[config.mk]
export PLATFORM = sky130hd
export DESIGN_NAME = reset_stop_manager
export DESIGN_NICKNAME = d
export VERILOG_FILES = /design/src/verilog/rsm_pkg.sv /design/src/verilog/reset_stop_manager.sv /design/src/verilog/reset_pin_filter.sv
export SDC_FILE = /design/constraint.sdc
export NUM_CORES = 1
export LEC_CHECK = 0
export BUFFER_PORTS_ARGS = -buffer_cell sky130_fd_sc_hd__buf_2
export CORE_MARGIN = 5
export CORE_UTILIZATION = 51
export CTS_BUF_LIST = sky130_fd_sc_hd__clkbuf_4 sky130_fd_sc_hd__clkbuf_8
export DETAILED_ROUTE_END_ITERATION = 10
export PLACE_DENSITY = 0.9
export REMOVE_ABC_BUFFERS = 1
export SLEW_MARGIN = 40
export SYNTH_ARGS = -nofsm -noshare
export SYNTH_HDL_FRONTEND = slang
export SYNTH_SLANG_ARGS = --single-unit
[constraint.sdc]
create_clock -name pclk -period 2.4 [get_ports pclk]
set_clock_uncertainty 0.15 [all_clocks]
set_input_delay 0.12 -clock pclk [delete_from_list [all_inputs] [get_ports pclk]]
set_output_delay 0.12 -clock pclk [all_outputs]
set_load 0.05 [all_outputs]
[src/verilog/rsm_pkg.sv]
// Constants and types shared by the reset and stop manager.
package rsm_pkg;
  // Clock rate and pin timing, with glitch and detect cycle counts derived from them.
  localparam int CLK_PERIOD_NS     = 8;
  localparam int GLITCH_NS         = 50;
  localparam int GLITCH_CYCLES     = (GLITCH_NS + CLK_PERIOD_NS - 1) / CLK_PERIOD_NS;
  localparam int DETECT_MAX_NS     = 4000;
  localparam int DETECT_MAX_CYCLES = DETECT_MAX_NS / CLK_PERIOD_NS;
  localparam int RELEASE_CYCLES    = 510;

  // Register byte offsets on the APB.
  localparam logic [7:0] ADDR_CTRL   = 8'h00;
  localparam logic [7:0] ADDR_FLAG   = 8'h04;
  localparam logic [7:0] ADDR_SVC    = 8'h08;
  localparam logic [7:0] ADDR_PERIOD = 8'h0c;
  localparam logic [7:0] ADDR_STATUS = 8'h10;
  localparam logic [7:0] ADDR_MASK   = 8'h14;

  // Field positions.
  localparam int CTRL_WDOG_MODE_BIT = 0;
  localparam int CTRL_HALT_RST_BIT  = 3;
  localparam int FLAG_SW_BIT        = 5;
  localparam int FLAG_WDOG_BIT      = 6;
  localparam int IRQ_PIN_BIT        = 0;
  localparam int IRQ_SW_BIT         = 1;
  localparam int IRQ_WDOG_BIT       = 2;
  localparam int IRQ_HALT_BIT       = 3;
  localparam int IRQ_W              = 4;

  // Reset values.
  localparam logic              WDOG_MODE_RST   = 1'b1;
  localparam logic              HALT_RST_RST    = 1'b0;
  localparam logic [15:0]       WDOG_PERIOD_RST = 16'hffff;
  localparam logic [IRQ_W-1:0]  IRQ_MASK_RST    = 4'h0;

  // Watchdog service keys and reset vector location.
  localparam logic [7:0]  WDOG_KEY_FIRST  = 8'haa;
  localparam logic [7:0]  WDOG_KEY_SECOND = 8'h55;
  localparam logic [15:0] VEC_LO_ADDR     = 16'h0000;
  localparam logic [15:0] VEC_HI_ADDR     = 16'h0001;

  typedef enum logic [2:0] {
    ST_RESET, ST_COUNT, ST_BOOT, ST_VEC_LO, ST_VEC_HI, ST_RUN, ST_HALT
  } rsm_state_t;

  // Oscillator controls travel together.
  typedef struct packed {
    logic osc_enable;
    logic osc_out_oe;
    logic clk_hold_high;
    logic feedback_en;
    logic pll_ccu_stop;
  } osc_ctl_t;

  localparam osc_ctl_t OSC_RUN  = '{1'b1, 1'b1, 1'b0, 1'b1, 1'b0};
  localparam osc_ctl_t OSC_HALT = '{1'b0, 1'b0, 1'b1, 1'b0, 1'b1};
endpackage : rsm_pkg

[src/verilog/reset_stop_manager.sv]
// Reset and stop manager with watchdog, cause flags and boot hand-over.
`timescale 1ns/10ps
`default_nettype none
module reset_stop_manager
  import rsm_pkg::*;
#(
  parameter int RELEASE_COUNT = RELEASE_CYCLES,
  parameter bit ROMLESS       = 1'b0
) (
  input  wire logic        pclk,
  input  wire logic        presetn,
  input  wire logic        psel,
  input  wire logic        penable,
  input  wire logic        pwrite,
  input  wire logic [7:0]  paddr,
  input  wire logic [31:0] pwdata,
  output logic      [31:0] prdata,
  output logic             pready,
  output logic             pslverr,
  input  wire logic        reset_pin_n,
  input  wire logic        halt_exec,
  input  wire logic        boot_done,
  input  wire logic [7:0]  rom_rdata,
  output logic      [15:0] rom_addr,
  output logic             rom_rd,
  output logic      [15:0] pc_value,
  output logic             pc_load,
  output logic             core_reset_n,
  output logic             io_weak_pullup,
  output logic             boot_active,
  output osc_ctl_t         osc_ctl,
  output logic             ext_mem_mode,
  output logic             mem_wait_insert,
  output logic             irq
);
  localparam int CW = $clog2(RELEASE_COUNT);

  // Whole state of the block.
  typedef struct packed {
    rsm_state_t        state;
    logic [CW-1:0]     cnt;
    logic              wdog_mode_select;
    logic              halt_reset_enable;
    logic              wdog_reset_flag;
    logic              sw_reset_flag;
    logic [15:0]       wd_period;
    logic [15:0]       wd_cnt;
    logic              wd_armed;
    logic [IRQ_W-1:0]  irq_status;
    logic [IRQ_W-1:0]  irq_mask;
    logic              core_reset_n;
    logic              io_pullup;
    logic              boot_active;
    logic [15:0]       rom_addr;
    logic              rom_rd;
    logic [7:0]        pc_lo;
    logic [15:0]       pc_value;
    logic              pc_load;
    osc_ctl_t          osc;
    logic              ext_mem_mode;
    logic              mem_wait;
    logic              irq;
    logic [31:0]       prdata;
    logic              pready;
    logic              pslverr;
  } rsm_regs_t;

  localparam rsm_regs_t REGS_RST = '{
    state:             ST_RESET,
    cnt:               '0,
    wdog_mode_select:  WDOG_MODE_RST,
    halt_reset_enable: HALT_RST_RST,
    wd_period:         WDOG_PERIOD_RST,
    wd_cnt:            WDOG_PERIOD_RST,
    irq_mask:          IRQ_MASK_RST,
    osc:               OSC_RUN,
    ext_mem_mode:      ROMLESS,
    mem_wait:          ROMLESS,
    default:           '0
  };

  rsm_regs_t q;
  rsm_regs_t next_q;
  logic      pin_low;

  // Filtered view of the external reset pin.
  reset_pin_filter #(
    .HOLD (GLITCH_CYCLES)
  ) u_pin_filter (
    .pclk        (pclk),
    .presetn     (presetn),
    .reset_pin_n (reset_pin_n),
    .pin_low     (pin_low)
  );

  // Bus phase and reset event decode.
  logic apb_setup;
  logic apb_write;
  logic wdog_on;
  logic sw_evt;
  logic wd_evt;
  logic halt_stop;

  assign apb_setup = psel && !penable;
  assign apb_write = psel && penable && q.pready && pwrite && !q.pslverr;
  // Watchdog mode is selected when the mode select bit is cleared.
  assign wdog_on   = !q.wdog_mode_select;
  assign sw_evt    = halt_exec && (q.state == ST_RUN) && q.halt_reset_enable;
  assign wd_evt    = wdog_on && (q.state == ST_RUN) && (q.wd_cnt == '0);
  assign halt_stop = halt_exec && (q.state == ST_RUN) && !q.halt_reset_enable
                     && !wdog_on;

  // Next-state logic for the bus slave, watchdog and reset sequence.
  always_comb begin
    logic [31:0] rdata;
    logic        mapped;
    rdata  = '0;
    mapped = 1'b1;
    next_q = q;
    next_q.pc_load = 1'b0;

    // Read decode happens in the setup phase; data stands for the access.
    case (paddr)
      ADDR_CTRL: begin
        rdata[CTRL_WDOG_MODE_BIT] = q.wdog_mode_select;
        rdata[CTRL_HALT_RST_BIT]  = q.halt_reset_enable;
      end
      ADDR_FLAG: begin
        rdata[FLAG_WDOG_BIT] = q.wdog_reset_flag;
        rdata[FLAG_SW_BIT]   = q.sw_reset_flag;
      end
      ADDR_SVC:    rdata = '0;
      ADDR_PERIOD: rdata[15:0] = q.wd_period;
      ADDR_STATUS: rdata[IRQ_W-1:0] = q.irq_status;
      ADDR_MASK:   rdata[IRQ_W-1:0] = q.irq_mask;
      default:     mapped = 1'b0;
    endcase
    next_q.pready  = apb_setup;
    next_q.pslverr = apb_setup && !mapped;
    if (apb_setup) begin
      next_q.prdata = rdata;
    end

    // Watchdog count runs only in normal operation.
    if (wdog_on && q.state == ST_RUN && q.wd_cnt != '0) begin
      next_q.wd_cnt = q.wd_cnt - 16'h0001;
    end

    // Register writes take effect at the end of the access phase.
    if (apb_write) begin
      case (paddr)
        ADDR_CTRL: begin
          next_q.wdog_mode_select  = pwdata[CTRL_WDOG_MODE_BIT];
          next_q.halt_reset_enable = pwdata[CTRL_HALT_RST_BIT];
          next_q.wd_cnt            = q.wd_period;
        end
        ADDR_SVC: begin
          // Of service writes, only the second key after the first, with no other service write between, reloads.
          if (pwdata[7:0] == WDOG_KEY_FIRST) begin
            next_q.wd_armed = 1'b1;
          end else if (pwdata[7:0] == WDOG_KEY_SECOND && q.wd_armed) begin
            next_q.wd_armed = 1'b0;
            next_q.wd_cnt   = q.wd_period;
          end else begin
            next_q.wd_armed = 1'b0;
          end
        end
        ADDR_PERIOD: begin
          next_q.wd_period = pwdata[15:0];
          next_q.wd_cnt    = pwdata[15:0];
        end
        ADDR_STATUS: next_q.irq_status = q.irq_status & ~pwdata[IRQ_W-1:0];
        ADDR_MASK:   next_q.irq_mask = pwdata[IRQ_W-1:0];
        default:     next_q.irq_mask = q.irq_mask;
      endcase
    end

    // Reset and stop sequence.
    case (q.state)
      ST_RESET: begin
        // Release is only seen once the filter confirms the pin high.
        next_q.state = ST_COUNT;
        next_q.cnt   = '0;
      end
      ST_COUNT: begin
        if (q.cnt == CW'(RELEASE_COUNT - 1)) begin
          next_q.state = ST_BOOT;
        end else begin
          next_q.cnt = q.cnt + CW'(1);
        end
      end
      ST_BOOT: begin
        // The core runs its boot routine; on boot_done this block fetches the vector.
        if (boot_done) begin
          next_q.state    = ST_VEC_LO;
          next_q.rom_addr = VEC_LO_ADDR;
          next_q.rom_rd   = 1'b1;
          next_q.cnt      = '0;
        end
      end
      ST_VEC_LO: begin
        next_q.rom_addr = VEC_HI_ADDR;
        next_q.state    = ST_VEC_HI;
      end
      ST_VEC_HI: begin
        // Memory answers a cycle after the address: low byte, then high byte.
        if (q.cnt == '0) begin
          next_q.pc_lo = rom_rdata;
          next_q.cnt   = CW'(1);
        end else begin
          next_q.pc_value = {rom_rdata, q.pc_lo};
          next_q.pc_load  = 1'b1;
          next_q.rom_rd   = 1'b0;
          next_q.state    = ST_RUN;
        end
      end
      ST_RUN: begin
        // Internal sources never touch the pin, only the core reset.
        if (sw_evt) begin
          next_q.state           = ST_COUNT;
          next_q.cnt             = '0;
          next_q.sw_reset_flag   = 1'b1;
          next_q.wdog_reset_flag = 1'b0;
        end else if (wd_evt) begin
          next_q.state           = ST_COUNT;
          next_q.cnt             = '0;
          next_q.wdog_reset_flag = 1'b1;
          next_q.sw_reset_flag   = 1'b0;
        end else if (halt_stop) begin
          next_q.state = ST_HALT;
        end
      end
      ST_HALT: begin
        // Only a pin reset leaves halt; the pulse length is the source's job.
        next_q.state = ST_HALT;
      end
      default: begin
        next_q.state = ST_RESET;
      end
    endcase

    // The pin overrides every other condition and restarts the count.
    if (pin_low) begin
      next_q.state           = ST_RESET;
      next_q.cnt             = '0;
      next_q.sw_reset_flag   = 1'b0;
      next_q.wdog_reset_flag = 1'b0;
    end

    // Sticky event bits; a set in the clearing cycle wins.
    if (pin_low)   next_q.irq_status[IRQ_PIN_BIT]  = 1'b1;
    if (sw_evt)    next_q.irq_status[IRQ_SW_BIT]   = 1'b1;
    if (wd_evt)    next_q.irq_status[IRQ_WDOG_BIT] = 1'b1;
    if (halt_stop) next_q.irq_status[IRQ_HALT_BIT] = 1'b1;

    // Core reset stays low through the whole count without a gap.
    next_q.core_reset_n = !(next_q.state == ST_RESET
                            || next_q.state == ST_COUNT);
    next_q.io_pullup    = !next_q.core_reset_n;
    next_q.boot_active  = (next_q.state == ST_BOOT)
                          || (next_q.state == ST_VEC_LO)
                          || (next_q.state == ST_VEC_HI);

    // Control registers return to their defaults while reset is held.
    if (!next_q.core_reset_n) begin
      next_q.wdog_mode_select  = WDOG_MODE_RST;
      next_q.halt_reset_enable = HALT_RST_RST;
      next_q.wd_period         = WDOG_PERIOD_RST;
      next_q.wd_cnt            = WDOG_PERIOD_RST;
      next_q.wd_armed          = 1'b0;
      next_q.irq_mask          = IRQ_MASK_RST;
      next_q.rom_rd            = 1'b0;
      next_q.ext_mem_mode      = ROMLESS;
      next_q.mem_wait          = ROMLESS;
    end

    // Oscillator is stopped only in halt; its output floats then.
    next_q.osc = (next_q.state == ST_HALT) ? OSC_HALT : OSC_RUN;
    next_q.irq = |(next_q.irq_status & next_q.irq_mask);
  end

  // State register.
  always_ff @(posedge pclk or negedge presetn) begin
    if (!presetn) begin
      q <= REGS_RST;
    end else begin
      q <= next_q;
    end
  end

  // Every output comes straight from the state register.
  assign prdata          = q.prdata;
  assign pready          = q.pready;
  assign pslverr         = q.pslverr;
  assign rom_addr        = q.rom_addr;
  assign rom_rd          = q.rom_rd;
  assign pc_value        = q.pc_value;
  assign pc_load         = q.pc_load;
  assign core_reset_n    = q.core_reset_n;
  assign io_weak_pullup  = q.io_pullup;
  assign boot_active     = q.boot_active;
  assign osc_ctl         = q.osc;
  assign ext_mem_mode    = q.ext_mem_mode;
  assign mem_wait_insert = q.mem_wait;
  assign irq             = q.irq;

  // Cycles spent in the release count, for checking only.
  logic [9:0] count_len;
  always_ff @(posedge pclk or negedge presetn) begin
    if (!presetn) begin
      count_len <= '0;
    end else if (q.state == ST_COUNT) begin
      count_len <= count_len + 10'h001;
    end else begin
      count_len <= '0;
    end
  end
endmodule : reset_stop_manager
`default_nettype wire

[src/verilog/reset_pin_filter.sv]
// Glitch filter for the external reset pin.
`timescale 1ns/10ps
`default_nettype none
module reset_pin_filter
  import rsm_pkg::*;
#(
  parameter int HOLD = GLITCH_CYCLES
) (
  input  wire logic pclk,
  input  wire logic presetn,
  input  wire logic reset_pin_n,
  output logic      pin_low
);
  localparam int CW = $clog2(HOLD + 1);

  typedef struct packed {
    logic          low;
    logic [CW-1:0] cnt;
  } filt_t;

  localparam filt_t FILT_RST = '{1'b1, '0};

  filt_t q;
  filt_t next_q;

  // A pin level must persist for HOLD cycles before the output follows it.
  always_comb begin
    next_q = q;
    if (!reset_pin_n != q.low) begin
      if (q.cnt == CW'(HOLD - 1)) begin
        next_q.low = !reset_pin_n;
        next_q.cnt = '0;
      end else begin
        next_q.cnt = q.cnt + CW'(1);
      end
    end else begin
      next_q.cnt = '0;
    end
  end

  // State register; the pin reads as asserted until proven released.
  always_ff @(posedge pclk or negedge presetn) begin
    if (!presetn) begin
      q <= FILT_RST;
    end else begin
      q <= next_q;
    end
  end

  assign pin_low = q.low;
endmodule : reset_pin_filter
`default_nettype wire

==> impl_metrics.py <==
metrics = {
    "route": {
        "ant_nets": 0,
        "vias_per_cell": 5.64,
        "wire_per_inst_um": 17.1,
        "detail_route.wirelength_mm": 14.5,
        "vias": 4775,
        "post-route-drc-count": 0,
        "dr.pass1.iters": 5,
        "dr.first_iter.drc_count": 348,
    },
    "floorplanning": {
        "fp.dieW_um": 119,
        "core_area_um2": 11500,
        "die_area_um2": 14100,
        "rows": 39,
        "ioPinCount": 135,
        "initial_utilization": 0.524,
        "die_height_um": 119,
    },
    "yosys": {
        "synth.avg_cell_area_um2": 9.91,
        "synth_area_leader_cell": "dfrtp_1",
        "yosys_warnings": 0,
        "yosysTopAreaCellShare": 0.319,
        "synth_area_leaders": "dfrtp_1 32%, dfstp_2 15%, buf_4 8.8%, nand2_1 5.8%, mux2_2 4.7%",
        "synth_edf_count": 0,
        "synth-seq-cells": 112,
        "yosysUniqueCellTypes": 64,
        "synthFlopType": "dfrtp_1",
        "yosysSeqAreaShare": 0.472,
        "async_flop_share": 1.00,
        "syn_area_um2": 6030,
        "netlist_instances": 609,
    },
    "grt": {
        "grt-busiest-layer": "met2",
        "grt_max_degree": 54,
        "antenna_found_initial": 0,
        "met1_usage": 0.257,
        "grt_pass1_wl_mm": 23.9,
        "grt.total_usage": 0.207,
        "met3_usage": 0.0492,
        "overflow": 0,
        "grt_pass1_vias": 4867,
        "grt_use_met2": 0.358,
    },
    "placement": {
        "gp_congestion": 0.912,
        "placed_area_um2": 6380,
        "dp_hpwl_mm": 10.4,
        "io_buffers": 85,
    },
    "hold_path": {
        "hold_class": "in -> reg",
    },
    "power_and_ir_drop": {
        "ir_worst_vdd_uv": 467,
        "internal-power_uw": 2620,
        "pwr-share-clk": 0.316,
        "seqPwrFrac": 0.543,
        "p_comb_frac": 0.141,
        "switchingPower_uw": 1110,
        "powerDensity_nw_per_um2": 538,
        "swShare": 0.297,
        "p_leak_uw": 0.00318,
    },
    "timing": {
        "maxSlewHeadroom": 0.538,
        "post-route-period-util": 0.970,
        "hold_violations": 0,
        "post-route-min-period_ns": 2.33,
        "drv_slew": 0,
        "tightest_slew_ns": 0.693,
        "fmax_ghz": 0.430,
        "setup_violations": 0,
        "tns_ns": 0,
    },
    "clock_tree": {
        "path_clk_slew_ns": 0.11,
        "cts_tree": "done",
        "root_buffer": "clkbuf_8",
        "clock_latency_ns": 0.39,
        "cts_max_level": 3,
        "cts_buffer_depth": 2,
        "cts_buffers": 9,
        "clock_sinks": 112,
        "post_cts_buffers": 0,
    },
    "final_layout": {
        "mostFrequentLayoutCell": "nand2_1",
        "final_util": 0.601,
        "num_antenna_cells": 0,
        "drive_above_1_share": 0.301,
        "most-common-layout-cells": "94 x nand2_1, 84 x buf_2, 77 x dfrtp_1, 36 x nor2_1, 35 x dfstp_2",
        "final_nets": 760,
        "final_area_um2": 6930,
        "syn2layout_area_growth_pct": 14.8,
    },
    "worst_setup_path": {
        "max_stage_delay_ns": 0.57,
        "critPathSlowestCell": "dfstp_2",
        "path_class": "reg -> reg",
        "cp_max_fo": 11,
        "path_delay_family": "compound AO/OA/AOI/OAI gates",
        "crit_chain": "inv_1 > ha_1 > nor4b_1 > and4_4 > a211oi_4 > buf_6 > a2bb2oi_1 > o211ai_1",
        "crit_path_end_kind": "flop",
        "crit_buf_inv": 2,
        "cp.arrival_ns": 2.49,
        "start_kind": "flop",
        "worst_ep_required_time_ns": 2.56,
    },
    "job": {
        "maxCapViolations": 0,
    },
    "status": {
        "status": "finished clean",
    },
}
power groups by stage:
stage / combinational (uW) / sequential, uW / clock [uW]
final: 525 / 2020 / 1180
after global routing: 571 / 2030 / 1290
after CTS: 521 / 2020 / 1200
after detailed placement: 480 / 2050 / 0
after global placement: 459 / 2040 / 0
after floorplan: 275 / 2070 / 0
timing repair:
| action | CTS | global route |
|---|---|---|
| pin swaps | 1 | 0 |
| setup endpoints to repair | 18 | 37 |
| gates cloned | 0 | 0 |
| gates resized for setup | 3 | 8 |
| endpoints found under the hold margin | 98 | 0 |
| hold buffers | 29 | 0 |
registers in the layout, summed over array words and instances, names as in the netlist:
signal                count
q                        65
pc_value                 16
prdata                   16
u_pin_filter.q            3
osc_ctl                   2
boot_active               1
core_reset_n              1
io_weak_pullup            1
irq                       1
pc_load                   1
pready                    1
pslverr                   1
rom_addr                  1
rom_rd                    1
u_pin_filter.pin_low      1
cells by family after synthesis:
group / Yosys count / synth area share
other: 1 / 0.000621
buffers and inverters: 109 / 0.116
DFF: 112 / 0.472
xor gates and xnor gates: 15 / 0.0218
muxes: 35 / 0.0632
and+or+nand+nor: 239 / 0.202
AOI/OAI and AO/OA: 93 / 0.114
adders and majority gates: 5 / 0.0104
worst reg2reg max path: stages (launching register included):
cell and delay, ns:
dfstp_2 0.57, inv_1 0.06, ha_1 0.21, nor4b_1 0.17, and4_4 0.23, a211oi_4 0.28
buf_6 0.22, a2bb2oi_1 0.24, o211ai_1 0.12
metal layers:
metal	share of wire	wire, um
met2	0.50	7290
met5	0	0
met4	0.019	272
met1	0.41	5900
met3	0.071	1030
layout make-up:
cell class / instances / area (um2)
clock buffer: 9 / 124
clock inverter: 7 / 77.6
fill: 937 / 4590
inverter: 14 / 53.8
multi-input combinational: 420 / 2660
sequential: 112 / 2850
tap: 143 / 179
timing repair buffer: 142 / 982
synth_stat cells (all sizes together) (3+ instances only):
master   instances
dfrtp           77
nor3b            3
inv             13
a2bb2oi         11
or3              5
a21oi           15
or2              4
nor4b            4
o2111ai          5
o21ai           10
a31oi           11
dfstp           35
mux2i           10
nand2b           8
or3b             4
nand4            7
nand3b           8
xor2            12
clkbuf          16
nor2b            3
nand2           94
nor3            17
o21bai           3
xnor2            3
buf             79
or4              4
nand3           25
nor4             5
ha               5
o211ai          16
nor2            36
mux2            25
nor4bb           3
per-stage QoR:
step	hold slack [ns]	power, uW	std cells	setup slack, ns
floorplan	-0.326	2340	546	-0.736
global placement	0.0354	2500	802	0.0500
detailed placement	0.0546	2530	802	-0.0480
CTS	0.00960	3740	847	0.00121
global route	0.0382	3900	847	-0.00306
finish	0.0325	3720	847	0.0727
path summary, 6_finish.rpt:
| kind | startpoint | end | cells after the start | slack [ns] |
|---|---|---|---|---|
| hold / removal | halt_exec | q[129] | 3 | 0.03 |
| min in group asynchronous | presetn | q[66] | 2 | 0.16 |
| max in group asynchronous | presetn | q[131] | 3 | 1.20 |
| hold reg to reg | prdata[12] | prdata[12] | 2 | 0.32 |
| setup reg to reg | q[96] | q[109] | 8 | 0.07 |
| setup / recovery | q[96] | q[109] | 8 | 0.07 |
No activity file was read; power rests on OpenSTA's default activity.
